===== src/inc/scc_pkg.sv =====
// constants, field layout and types of the spread and output config block
// assumes one 100 MHz clock; divider outputs arrive as one-cycle ticks
//
// How it works
// - state clock source follows channel-zero divider select
// - state clock divides by field value plus two
// - spread enable modulates divider zero outputs only
// - type bit: zero down-spread, one centre-spread
// - preset select: custom, four down depths, reserved
// - custom step size applied over step count
// - three-bit format field decodes eight output styles
// - mixed formats: DC LVDS, CMOS pairs inverted
// - fuse mode: format pin picks HCSL termination
// - two-bit edge-rate field, LVDS and HCSL only
// - start-up strap: low register mode, high fuse
// - reference clock: selected divider over 2/4/8
// - pin function: low, float, clock, ready
package scc_pkg;

    // ***********************************************
    // register offsets
    // ***********************************************
    localparam logic [7:0] REG_DIV0 = 8'h00;
    localparam logic [7:0] REG_ROUTE = 8'h03;
    localparam logic [7:0] REG_SPREAD = 8'h04;
    localparam logic [7:0] REG_STEP = 8'h05;
    localparam logic [7:0] REG_OUT0 = 8'h06;
    localparam logic [7:0] REG_OUT1 = 8'h07;
    localparam logic [7:0] REG_PRESET = 8'h09;

    // ***********************************************
    // field positions
    // ***********************************************
    localparam int DIV_LSB = 3;
    localparam int CH1_SEL_BIT = 0;
    localparam int REF_SRC_BIT = 1;
    localparam int CH0_SEL_BIT = 4;
    localparam int SPR_EN_BIT = 0;
    localparam int SPR_TYPE_BIT = 1;
    localparam int SPR_STEPS_LSB = 2;
    localparam int SPR_ACTIVE_BIT = 15;
    localparam int OUTPUT_ZERO_FORMAT_LSB = 0;
    localparam int OUT0_EDGE_LSB = 3;
    localparam int OUTPUT_ONE_FORMAT_LSB = 2;
    localparam int OUT1_EDGE_LSB = 5;
    localparam int PIN_FUNC_LSB = 13;
    localparam int REF_DIV_LSB = 0;
    localparam int FMT_SRC_BIT = 8;
    localparam int PRESET_LSB = 9;
    localparam int MODE_BIT = 15;

    // ***********************************************
    // reset values and counts
    // ***********************************************
    localparam logic [15:0] RST_DIV0 = 16'h0000;
    localparam logic [15:0] RST_ROUTE = 16'h0000;
    localparam logic [15:0] RST_SPREAD = 16'h0000;
    localparam logic [15:0] RST_STEP = 16'h0000;
    localparam logic [15:0] RST_OUT0 = 16'h0000;
    localparam logic [15:0] RST_OUT1 = 16'h6000;
    localparam logic [15:0] RST_PRESET = 16'h0000;
    localparam logic [7:0] DIV_OFFSET = 8'h02;
    localparam logic [12:0] PRESET_STEPS = 13'h0C66;
    localparam logic [15:0] PRESET_SIZE_1 = 16'h0010;
    localparam logic [15:0] PRESET_SIZE_2 = 16'h0028;
    localparam logic [15:0] PRESET_SIZE_3 = 16'h0030;
    localparam logic [15:0] PRESET_SIZE_4 = 16'h0050;

    // ***********************************************
    // types
    // ***********************************************
    typedef enum logic [2:0] {
        FMT_HCSL_100 = 3'h0, FMT_HCSL_85 = 3'h1, FMT_LVDS_AC = 3'h2,
        FMT_LVDS_DC = 3'h3, FMT_CMOS_P = 3'h4, FMT_CMOS_N = 3'h5,
        FMT_CMOS_ANTI = 3'h6, FMT_CMOS_SAME = 3'h7
    } scc_fmt_t;

    typedef enum logic [1:0] {
        PIN_LOW = 2'h0, PIN_FLOAT = 2'h1, PIN_REFCLK = 2'h2, PIN_READY = 2'h3
    } scc_pin_t;

    typedef enum logic [2:0] {
        SS_IDLE = 3'b001, SS_UP = 3'b010, SS_DOWN = 3'b100
    } scc_ss_t;

    typedef struct packed {
        scc_fmt_t fmt;
        logic [1:0] edge_rate;
        logic slew_used;
        logic p_on;
        logic n_on;
        logic n_antiphase;
        logic invert;
    } scc_out_t;

    typedef struct packed {
        logic [15:0] r0, r3, r4, r5, r6, r7, r9;
        logic [15:0] rdata;
        logic rvalid;
        logic mode_valid;
        logic otp_mode;
        logic ready;
        logic [7:0] div_cnt;
        logic sm_tick;
        logic [2:0] ref_cnt;
        logic ref_clk;
        logic pin_out;
        logic pin_oe;
        scc_ss_t ss;
        logic [13:0] ss_cnt;
        logic ss_first;
        logic signed [31:0] offset;
        scc_out_t out0, out1;
    } scc_state_t;

endpackage


===== src/verilog/scc_ctrl.sv =====
// spread modulator, state clock divider, output format and pin control
// assumes divider ticks are one-cycle pulses synchronous to clock
`timescale 1ns/10ps
module scc_ctrl
    import scc_pkg::*;
(
    input wire logic clock, // 100 MHz system clock
    input wire logic reset, // synchronous, active high
    input wire logic fractional_divider_zero_tick, // divider zero output pulse
    input wire logic fractional_divider_one_tick, // divider one output pulse
    input wire logic reg_wr, // register write strobe
    input wire logic reg_rd, // register read strobe
    input wire logic [7:0] reg_addr, // register index
    input wire logic [15:0] reg_wdata, // write data
    output logic [15:0] reg_rdata, // read data
    output logic reg_rvalid, // read data valid pulse
    input wire logic format_or_address_pin, // format strap pin
    input wire logic ref_in, // multi pin input level
    output logic ref_out, // multi pin drive level
    output logic ref_oe, // multi pin drive enable
    output logic sm_clk_en, // state machine clock enable
    output logic signed [31:0] fractional_divider_zero_num_offset, // numerator offset
    output logic out0_spread, // output zero carries spread
    output logic out1_spread, // output one carries spread
    output scc_out_t out0_cfg, // output zero format settings
    output scc_out_t out1_cfg, // output one format settings
    output logic otp_mode // strap captured high
);

    scc_state_t q, d;

    // ***********************************************
    // format helpers
    // ***********************************************
    function automatic scc_fmt_t eff_fmt(input logic [2:0] field,
                                         input logic from_pin,
                                         input logic pin);
        if (from_pin) begin
            eff_fmt = pin ? FMT_HCSL_85 : FMT_HCSL_100;
        end else begin
            eff_fmt = scc_fmt_t'(field);
        end
    endfunction

    function automatic scc_out_t decode(input scc_fmt_t f,
                                        input scc_fmt_t other,
                                        input logic [1:0] er);
        decode.fmt = f;
        decode.edge_rate = er;
        decode.slew_used = (f <= FMT_LVDS_DC);
        decode.p_on = (f != FMT_CMOS_N);
        decode.n_on = (f != FMT_CMOS_P);
        decode.n_antiphase = (f != FMT_CMOS_SAME);
        decode.invert = (f != other) && (f == FMT_LVDS_DC ||
            f == FMT_CMOS_ANTI || f == FMT_CMOS_SAME);
    endfunction

    logic sm_src, ref_src, spr_ok, center;
    logic [12:0] steps;
    logic [15:0] size;
    logic [13:0] leg;
    logic [2:0] ref_half;
    logic [7:0] div_limit;
    logic from_pin;
    scc_fmt_t f0, f1;

    always_comb begin
        d = q;
        d.sm_tick = 1'b0;
        d.rvalid = 1'b0;
        // ***********************************************
        // start-up strap, caught once after reset
        // ***********************************************
        if (!q.mode_valid) begin
            d.mode_valid = 1'b1;
            d.otp_mode = ref_in;
        end
        // ***********************************************
        // register access, unmapped reads return zero
        // ***********************************************
        if (reg_wr) begin
            if (reg_addr == REG_DIV0) begin
                d.r0 = reg_wdata;
            end else if (reg_addr == REG_ROUTE) begin
                d.r3 = reg_wdata;
            end else if (reg_addr == REG_SPREAD) begin
                d.r4 = {1'b0, reg_wdata[14:0]};
            end else if (reg_addr == REG_STEP) begin
                d.r5 = reg_wdata;
            end else if (reg_addr == REG_OUT0) begin
                d.r6 = reg_wdata;
            end else if (reg_addr == REG_OUT1) begin
                d.r7 = reg_wdata;
            end else if (reg_addr == REG_PRESET) begin
                d.r9 = {1'b0, reg_wdata[14:0]};
            end
        end
        if (reg_rd) begin
            d.rvalid = 1'b1;
            if (reg_addr == REG_DIV0) begin
                d.rdata = q.r0;
            end else if (reg_addr == REG_ROUTE) begin
                d.rdata = q.r3;
            end else if (reg_addr == REG_SPREAD) begin
                d.rdata = {q.ss != SS_IDLE, q.r4[14:0]};
            end else if (reg_addr == REG_STEP) begin
                d.rdata = q.r5;
            end else if (reg_addr == REG_OUT0) begin
                d.rdata = q.r6;
            end else if (reg_addr == REG_OUT1) begin
                d.rdata = q.r7;
            end else if (reg_addr == REG_PRESET) begin
                d.rdata = {q.otp_mode, q.r9[14:0]};
            end else begin
                d.rdata = 16'h0000;
            end
        end
        // ***********************************************
        // state machine clock divider
        // ***********************************************
        sm_src = q.r3[CH0_SEL_BIT] ? fractional_divider_one_tick : fractional_divider_zero_tick;
        div_limit = {1'b0, q.r0[DIV_LSB +: 7]} + DIV_OFFSET - 8'h01;
        if (sm_src) begin
            if (q.div_cnt >= div_limit) begin
                d.div_cnt = 8'h00;
                d.sm_tick = 1'b1;
            end else begin
                d.div_cnt = q.div_cnt + 8'h01;
            end
        end
        if (q.mode_valid && q.sm_tick) begin
            d.ready = 1'b1;
        end
        // ***********************************************
        // reference clock divider, 2/4/8
        // ***********************************************
        ref_src = q.r3[REF_SRC_BIT] ? fractional_divider_one_tick : fractional_divider_zero_tick;
        case (q.r9[REF_DIV_LSB +: 2])
            2'h0: ref_half = 3'h0;
            2'h1: ref_half = 3'h1;
            default: ref_half = 3'h3;
        endcase
        if (ref_src) begin
            if (q.ref_cnt >= ref_half) begin
                d.ref_cnt = 3'h0;
                d.ref_clk = ~q.ref_clk;
            end else begin
                d.ref_cnt = q.ref_cnt + 3'h1;
            end
        end
        // ***********************************************
        // multi pin function, released after strap
        // ***********************************************
        d.pin_out = 1'b0;
        d.pin_oe = 1'b0;
        if (q.mode_valid) begin
            case (scc_pin_t'(q.r7[PIN_FUNC_LSB +: 2]))
                PIN_LOW: d.pin_oe = 1'b1;
                PIN_FLOAT: d.pin_oe = 1'b0;
                PIN_REFCLK: begin
                    d.pin_oe = 1'b1;
                    d.pin_out = q.ref_clk;
                end
                default: begin
                    d.pin_oe = 1'b1;
                    d.pin_out = q.ready;
                end
            endcase
        end
        // ***********************************************
        // output formats
        // ***********************************************
        from_pin = q.otp_mode && q.r9[FMT_SRC_BIT];
        f0 = eff_fmt(q.r6[OUTPUT_ZERO_FORMAT_LSB +: 3], from_pin, format_or_address_pin);
        f1 = eff_fmt(q.r7[OUTPUT_ONE_FORMAT_LSB +: 3], from_pin, format_or_address_pin);
        d.out0 = decode(f0, f1, q.r6[OUT0_EDGE_LSB +: 2]);
        d.out1 = decode(f1, f0, q.r7[OUT1_EDGE_LSB +: 2]);
        // ***********************************************
        // spread modulator on divider zero
        // ***********************************************
        center = q.r4[SPR_TYPE_BIT];
        spr_ok = 1'b1;
        case (q.r9[PRESET_LSB +: 3])
            3'h0: begin
                steps = q.r4[SPR_STEPS_LSB +: 13];
                size = q.r5;
            end
            3'h1: begin
                steps = PRESET_STEPS;
                size = PRESET_SIZE_1;
            end
            3'h2: begin
                steps = PRESET_STEPS;
                size = PRESET_SIZE_2;
            end
            3'h3: begin
                steps = PRESET_STEPS;
                size = PRESET_SIZE_3;
            end
            3'h4: begin
                steps = PRESET_STEPS;
                size = PRESET_SIZE_4;
            end
            default: begin
                // reserved codes leave the divider unmodulated
                steps = 13'h0000;
                size = 16'h0000;
                spr_ok = 1'b0;
            end
        endcase
        // centre legs after the first span twice the depth, around zero
        leg = (center && !q.ss_first) ? {steps, 1'b0} : {1'b0, steps};
        if (!q.r4[SPR_EN_BIT] || !spr_ok || steps == 13'h0000) begin
            d.ss = SS_IDLE;
            d.offset = 32'sh0;
            d.ss_cnt = 14'h0000;
        end else begin
            case (q.ss)
                SS_IDLE: begin
                    d.ss = SS_UP;
                    d.ss_cnt = 14'h0000;
                    d.ss_first = 1'b1;
                    d.offset = 32'sh0;
                end
                SS_UP: begin
                    if (fractional_divider_zero_tick) begin
                        d.offset = q.offset + 32'(size);
                        d.ss_cnt = q.ss_cnt + 14'h0001;
                        if (q.ss_cnt + 14'h0001 >= leg) begin
                            d.ss = SS_DOWN;
                            d.ss_cnt = 14'h0000;
                            d.ss_first = 1'b0;
                        end
                    end
                end
                SS_DOWN: begin
                    if (fractional_divider_zero_tick) begin
                        d.offset = q.offset - 32'(size);
                        d.ss_cnt = q.ss_cnt + 14'h0001;
                        if (q.ss_cnt + 14'h0001 >= leg) begin
                            d.ss = SS_UP;
                            d.ss_cnt = 14'h0000;
                        end
                    end
                end
                default: d.ss = SS_IDLE;
            endcase
        end
    end

    always_ff @(posedge clock) begin
        if (reset) begin
            q <= '0;
            q.r0 <= RST_DIV0;
            q.r3 <= RST_ROUTE;
            q.r4 <= RST_SPREAD;
            q.r5 <= RST_STEP;
            q.r6 <= RST_OUT0;
            q.r7 <= RST_OUT1;
            q.r9 <= RST_PRESET;
            q.ss <= SS_IDLE;
        end else begin
            q <= d;
        end
    end

    assign reg_rdata = q.rdata;
    assign reg_rvalid = q.rvalid;
    assign ref_out = q.pin_out;
    assign ref_oe = q.pin_oe;
    assign sm_clk_en = q.sm_tick;
    assign fractional_divider_zero_num_offset = q.offset;
    // divider one has no modulator, so only divider zero sources spread
    assign out0_spread = q.r4[SPR_EN_BIT] && !q.r3[CH0_SEL_BIT];
    assign out1_spread = q.r4[SPR_EN_BIT] && !q.r3[CH1_SEL_BIT];
    assign out0_cfg = q.out0;
    assign out1_cfg = q.out1;
    assign otp_mode = q.otp_mode;

    logic [8:0] h_ticks;
    logic h_ok;
    // a source tick in the pulse cycle already belongs to the next window
    always_ff @(posedge clock) begin
        if (reset) begin
            h_ticks <= 9'h000;
        end else if (sm_clk_en) begin
            h_ticks <= {8'h00, sm_src};
        end else if (sm_src) begin
            h_ticks <= h_ticks + 9'h001;
        end
    end
    // a window only counts when divide and source stayed put throughout
    always_ff @(posedge clock) begin
        if (reset || d.r0 != q.r0 || d.r3 != q.r3) begin
            h_ok <= 1'b0;
        end else if (sm_clk_en) begin
            h_ok <= 1'b1;
        end
    end
endmodule


===== config.mk =====
export PLATFORM = sky130hd
export DESIGN_NAME = scc_ctrl
export DESIGN_NICKNAME = d
export VERILOG_FILES = /design/src/inc/scc_pkg.sv /design/src/verilog/scc_ctrl.sv
export SDC_FILE = /design/constraint.sdc
export NUM_CORES = 1
export LEC_CHECK = 0
export ABC_CLOCK_PERIOD_IN_PS = 5700
export BUFFER_PORTS_ARGS = -buffer_cell sky130_fd_sc_hd__buf_2
export CORE_MARGIN = 3
export CORE_UTILIZATION = 55
export DETAILED_ROUTE_END_ITERATION = 16
export HOLD_SLACK_MARGIN = 0.02
export PLACE_DENSITY = 0.72
export SLEW_MARGIN = 20
export SYNTH_ARGS = -nofsm -noshare
export SYNTH_HDL_FRONTEND = slang
export SYNTH_SLANG_ARGS = --single-unit

===== constraint.sdc =====
create_clock -name clock -period 5.7 [get_ports clock]
set_input_delay 1.14 -clock clock [delete_from_list [all_inputs] [get_ports clock]]
set_output_delay 1.14 -clock clock [all_outputs]
set_load 0.03 [all_outputs]

==> impl_results.md <==
- Max-cap viol count: 0
- Placed Cells: 1840
- Number of synthesized register bits: 215
- Yosys cell types: 83
- Worst reg2reg setup slack: 0.74 ns
- CP required: 6.11 ns
- DR WL/cell: 17.77 um
- Die height: 155.4 um
- Hold buffers post-CTS: 0
- CTS Buf Count: 24
- Drt via density: 5.931
- Pre-antenna DRT Iters: 6
- Nets@finish: 1681
- Area leader, netlist: dfxtp_1
- Mean Syn Cell Area: 7.641 um2
- DRC viols: 0
- Synth top area share: 35.07%
- Hold_sp: q[148]$_SDFFE_PP0P_
- Power density over cell area: 256.4 mW/mm2
- Share of layout cells above drive strength 1: 11.79%
- Setup Buffers After CTS: 0
- CTS Root Cell: clkbuf_16
- Vias in the first global route: 10290
- Reg2reg end: fractional_divider_zero_num_offset[21]$_SDFFE_PP0P_
- Final min period: 4.964 ns
- Main flop type after synthesis: dfxtp_1
- Main combinational cell family by area after synthesis: compound AO/OA/AOI/OAI gates
- Rows: 54
- Mux contribution to synthesized area: 1.407%
- Reg2reg start: q[114]$_SDFFE_PP0P_
- Pre-CTS setup slack: 0.8325 ns
- Post-Syn Nets: 1701
- Synth warn: 0
- EDFF count, synth: 0
- Status: finished clean
- Final Cycle Share: 87.09%
- Final core area utilization: 59.98%
- Unrepaired setup endpoints after global routing: false
- Synth Area in Adders: 6.485%
- Post-DP HPWL: 23.87 mm
- Ranking of synthesized cells by area: dfxtp_1 35%, nand2_1 9.9%, a21oi_1 8.3%, ha_1 6.3%, buf_4 4.3%
- First DRT Iteration DRCs: 1056
- Largest net degree at the start of global routing: 92
- Setup ws final: 0.7358 ns
- Nature of the critical path startpoint: register
- Reg2Reg Depth: 20
- Fin. max-slew vios: 0
- Post_cts resized: 0
- Final Wtd Congestion: 0.9435
- Clock tree buffer depth: 3
- Overall power: 3.367 mW
- Die ar.: 0.02414 mm2
- Worst vdd ir: 0.2196 mV
- Complex-gate fraction of the synthesized area: 22.28%
- Reg clk slew, reported paths: 0.06 ns
- Asr flop ratio synth: 0%
- N_diodes: 0
- Critical path type: reg2reg
- Width of the die: 155.4 um
- Final std cells w/o fill: 1883
- Initial antenna violation count: 1
- First-pass GRT wire length: 54.02 mm
- Final Setup Violations: 0
- Worst min path class: reg2reg
- Initial Util: 56.06%
- Post-placement cell area: 0.01234 mm2
- Synth Instances: 1606
- DRT Wirelength: 33.47 mm
- Latest clock arrival within the worst-skew pair: 0.52 ns
- Worst setup EP type: register
- Most frequent cells in the layout: 324 x nand2_1, 215 x dfxtp_1, 204 x a21oi_1
- Data arrival, critical path: 5.38 ns
- IO buf count: 106
- Achievable Freq: 201.4 MHz
- Most common cell after layout, fill and taps aside: nand2_1
- Hold Slack: 0.4526 ns
- Hold Violations, Final: 0
- Setup Skew: 0.01624 ns
- Post-synthesis xor/xnor area fraction: 4.425%
- Hold Crit Endpoint: q[148]$_SDFFE_PP0P_
- Vias: 11170
- Slew headroom: 27.54%
- Cell count of the worst hold path: 2
- Synth Area in Simple Gates: 22.25%
- Max FO, Critical Path: 19
- Pleak: 5.170 nW
- Sink Count: 215
- Mapped Area: 0.01227 mm2
- Core area: 0.02189 mm2
- Total grt overflow: 0
- Ports: 107
- Setup TNS Final: 0 ns
- Area Overhead vs Synth: 6.994%
- Post-Layout Inst Area: 0.01313 mm2
- Share of the yosys chip area belonging to registers: 35.07%
- H-tree depth: 1
- Pin slew with the least headroom to its limit: 1.081 ns
- CTS tree: yes
- ANT nets after route: 0
- GRT Total Usage: 26.98%
-- state kept, by name, indices dropped and copies added, names as in the netlist, 4 cells and up --
signal and count:
q 137, fractional_divider_zero_num_offset 32, d 4, out0_cfg 10, out1_cfg 10, reg_rdata 16
-- layout make-up --
cell class | count | area [um2]
flip-flops and latches | 215 | 4304
repair buffers | 114 | 593.1
well taps | 280 | 350.3
clock inverters | 10 | 77.57
inverters | 29 | 108.9
multi-input cells | 1202 | 6980
clock buffers | 33 | 715.7
fillers | 2075 | 8761
-- synth_stat cells (all sizes together), types with 2 or more instances --
library cell / n
ha: 62
xnor2: 29
a222oi: 8
a21oi: 205
a22oi: 17
a31oi: 13
nor4: 5
or3b: 2
a211oi: 14
o22ai: 6
dfxtp: 215
nor3: 30
o221a: 2
o21bai: 7
clkbuf: 77
nor2: 125
nor3b: 3
a21boi: 2
o211ai: 2
a311oi: 7
xor2: 33
o31ai: 9
nand4: 5
nand3: 42
o31a: 2
a22o: 2
or3: 7
and3: 16
a41oi: 4
buf: 83
or2: 8
nand2b: 11
nand4b: 5
o21a: 14
mux2: 2
o221ai: 5
o21ai: 86
a2111oi: 4
mux2i: 15
nand2: 325
inv: 28
and2: 15
nor2b: 13
a21o: 22
-- cell families (layout without fill, tap and decap cells) --
| logic type | count (synthesis) | after routing |
|---|---|---|
| AO/OA/AOI/OAI | 443 | 443 |
| adder cells (fa/ha/maj) | 63 | 63 |
| XOR/XNOR | 62 | 62 |
| buffers and inverters | 189 | 186 |
| AND/OR/NAND/NOR | 617 | 617 |
| multiplexers | 17 | 17 |
| flip-flops | 215 | 215 |
-- per-layer routing --
| metal | up-vias | routed length, um | global-route usage (%) |
|---|---|---|---|
| li1 | 5475 | - | - |
| met1 | 5212 | 15180 | 38.48 |
| met2 | 400 | 14820 | 41.71 |
| met3 | 82 | 2188 | 3.533 |
| met4 | 0 | 1274 | 10.13 |
| met5 | - | 0 | 0 |
-- report_power, final --
| group | internal [mW] | total, mW | switching, mW |
|---|---|---|---|
| Clock | 0.919 | 1.55 | 0.634 |
| Combinational | 0.106 | 0.288 | 0.181 |
| Sequential | 1.52 | 1.53 | 0.00915 |
-- how the worst max path moves through the flow --
stage | endpoint | slack, ns | cells after the start | start
after detailed placement | fractional_divider_zero_num_offset[21]$_SDFFE_PP0P_ | 0.83 | 20 | q[114]$_SDFFE_PP0P_
after global placement | fractional_divider_zero_num_offset[21]$_SDFFE_PP0P_ | 0.91 | 20 | q[114]$_SDFFE_PP0P_
after floorplan | fractional_divider_zero_num_offset[27]$_SDFFE_PP0P_ | 1.0 | 24 | q[114]$_SDFFE_PP0P_
final | fractional_divider_zero_num_offset[21]$_SDFFE_PP0P_ | 0.74 | 20 | q[114]$_SDFFE_PP0P_
after global routing | fractional_divider_zero_num_offset[21]$_SDFFE_PP0P_ | 0.23 | 22 | q[114]$_SDFFE_PP0P_
after CTS | fractional_divider_zero_num_offset[21]$_SDFFE_PP0P_ | 0.81 | 20 | q[114]$_SDFFE_PP0P_
-- critical path, cell delays in order, from the launching register on --
cell,delay [ns]
dfxtp_1,0.47
or2_1,0.45
nor2_1,0.13
buf_4,0.23
o31ai_1,0.09
and2_1,0.18
o221ai_1,0.15
a21oi_1,0.37
a21boi_0,0.23
ha_1,0.25
a21oi_1,0.14
ha_1,0.30
nand3_1,0.19
or2_2,0.17
o2bb2ai_1,0.08
nor3_2,0.32
o21ai_4,0.11
a21oi_2,0.32
nor2b_1,0.09
or3_1,0.31
a32o_1,0.25
Note: power is estimated with default switching activity, not from simulation.
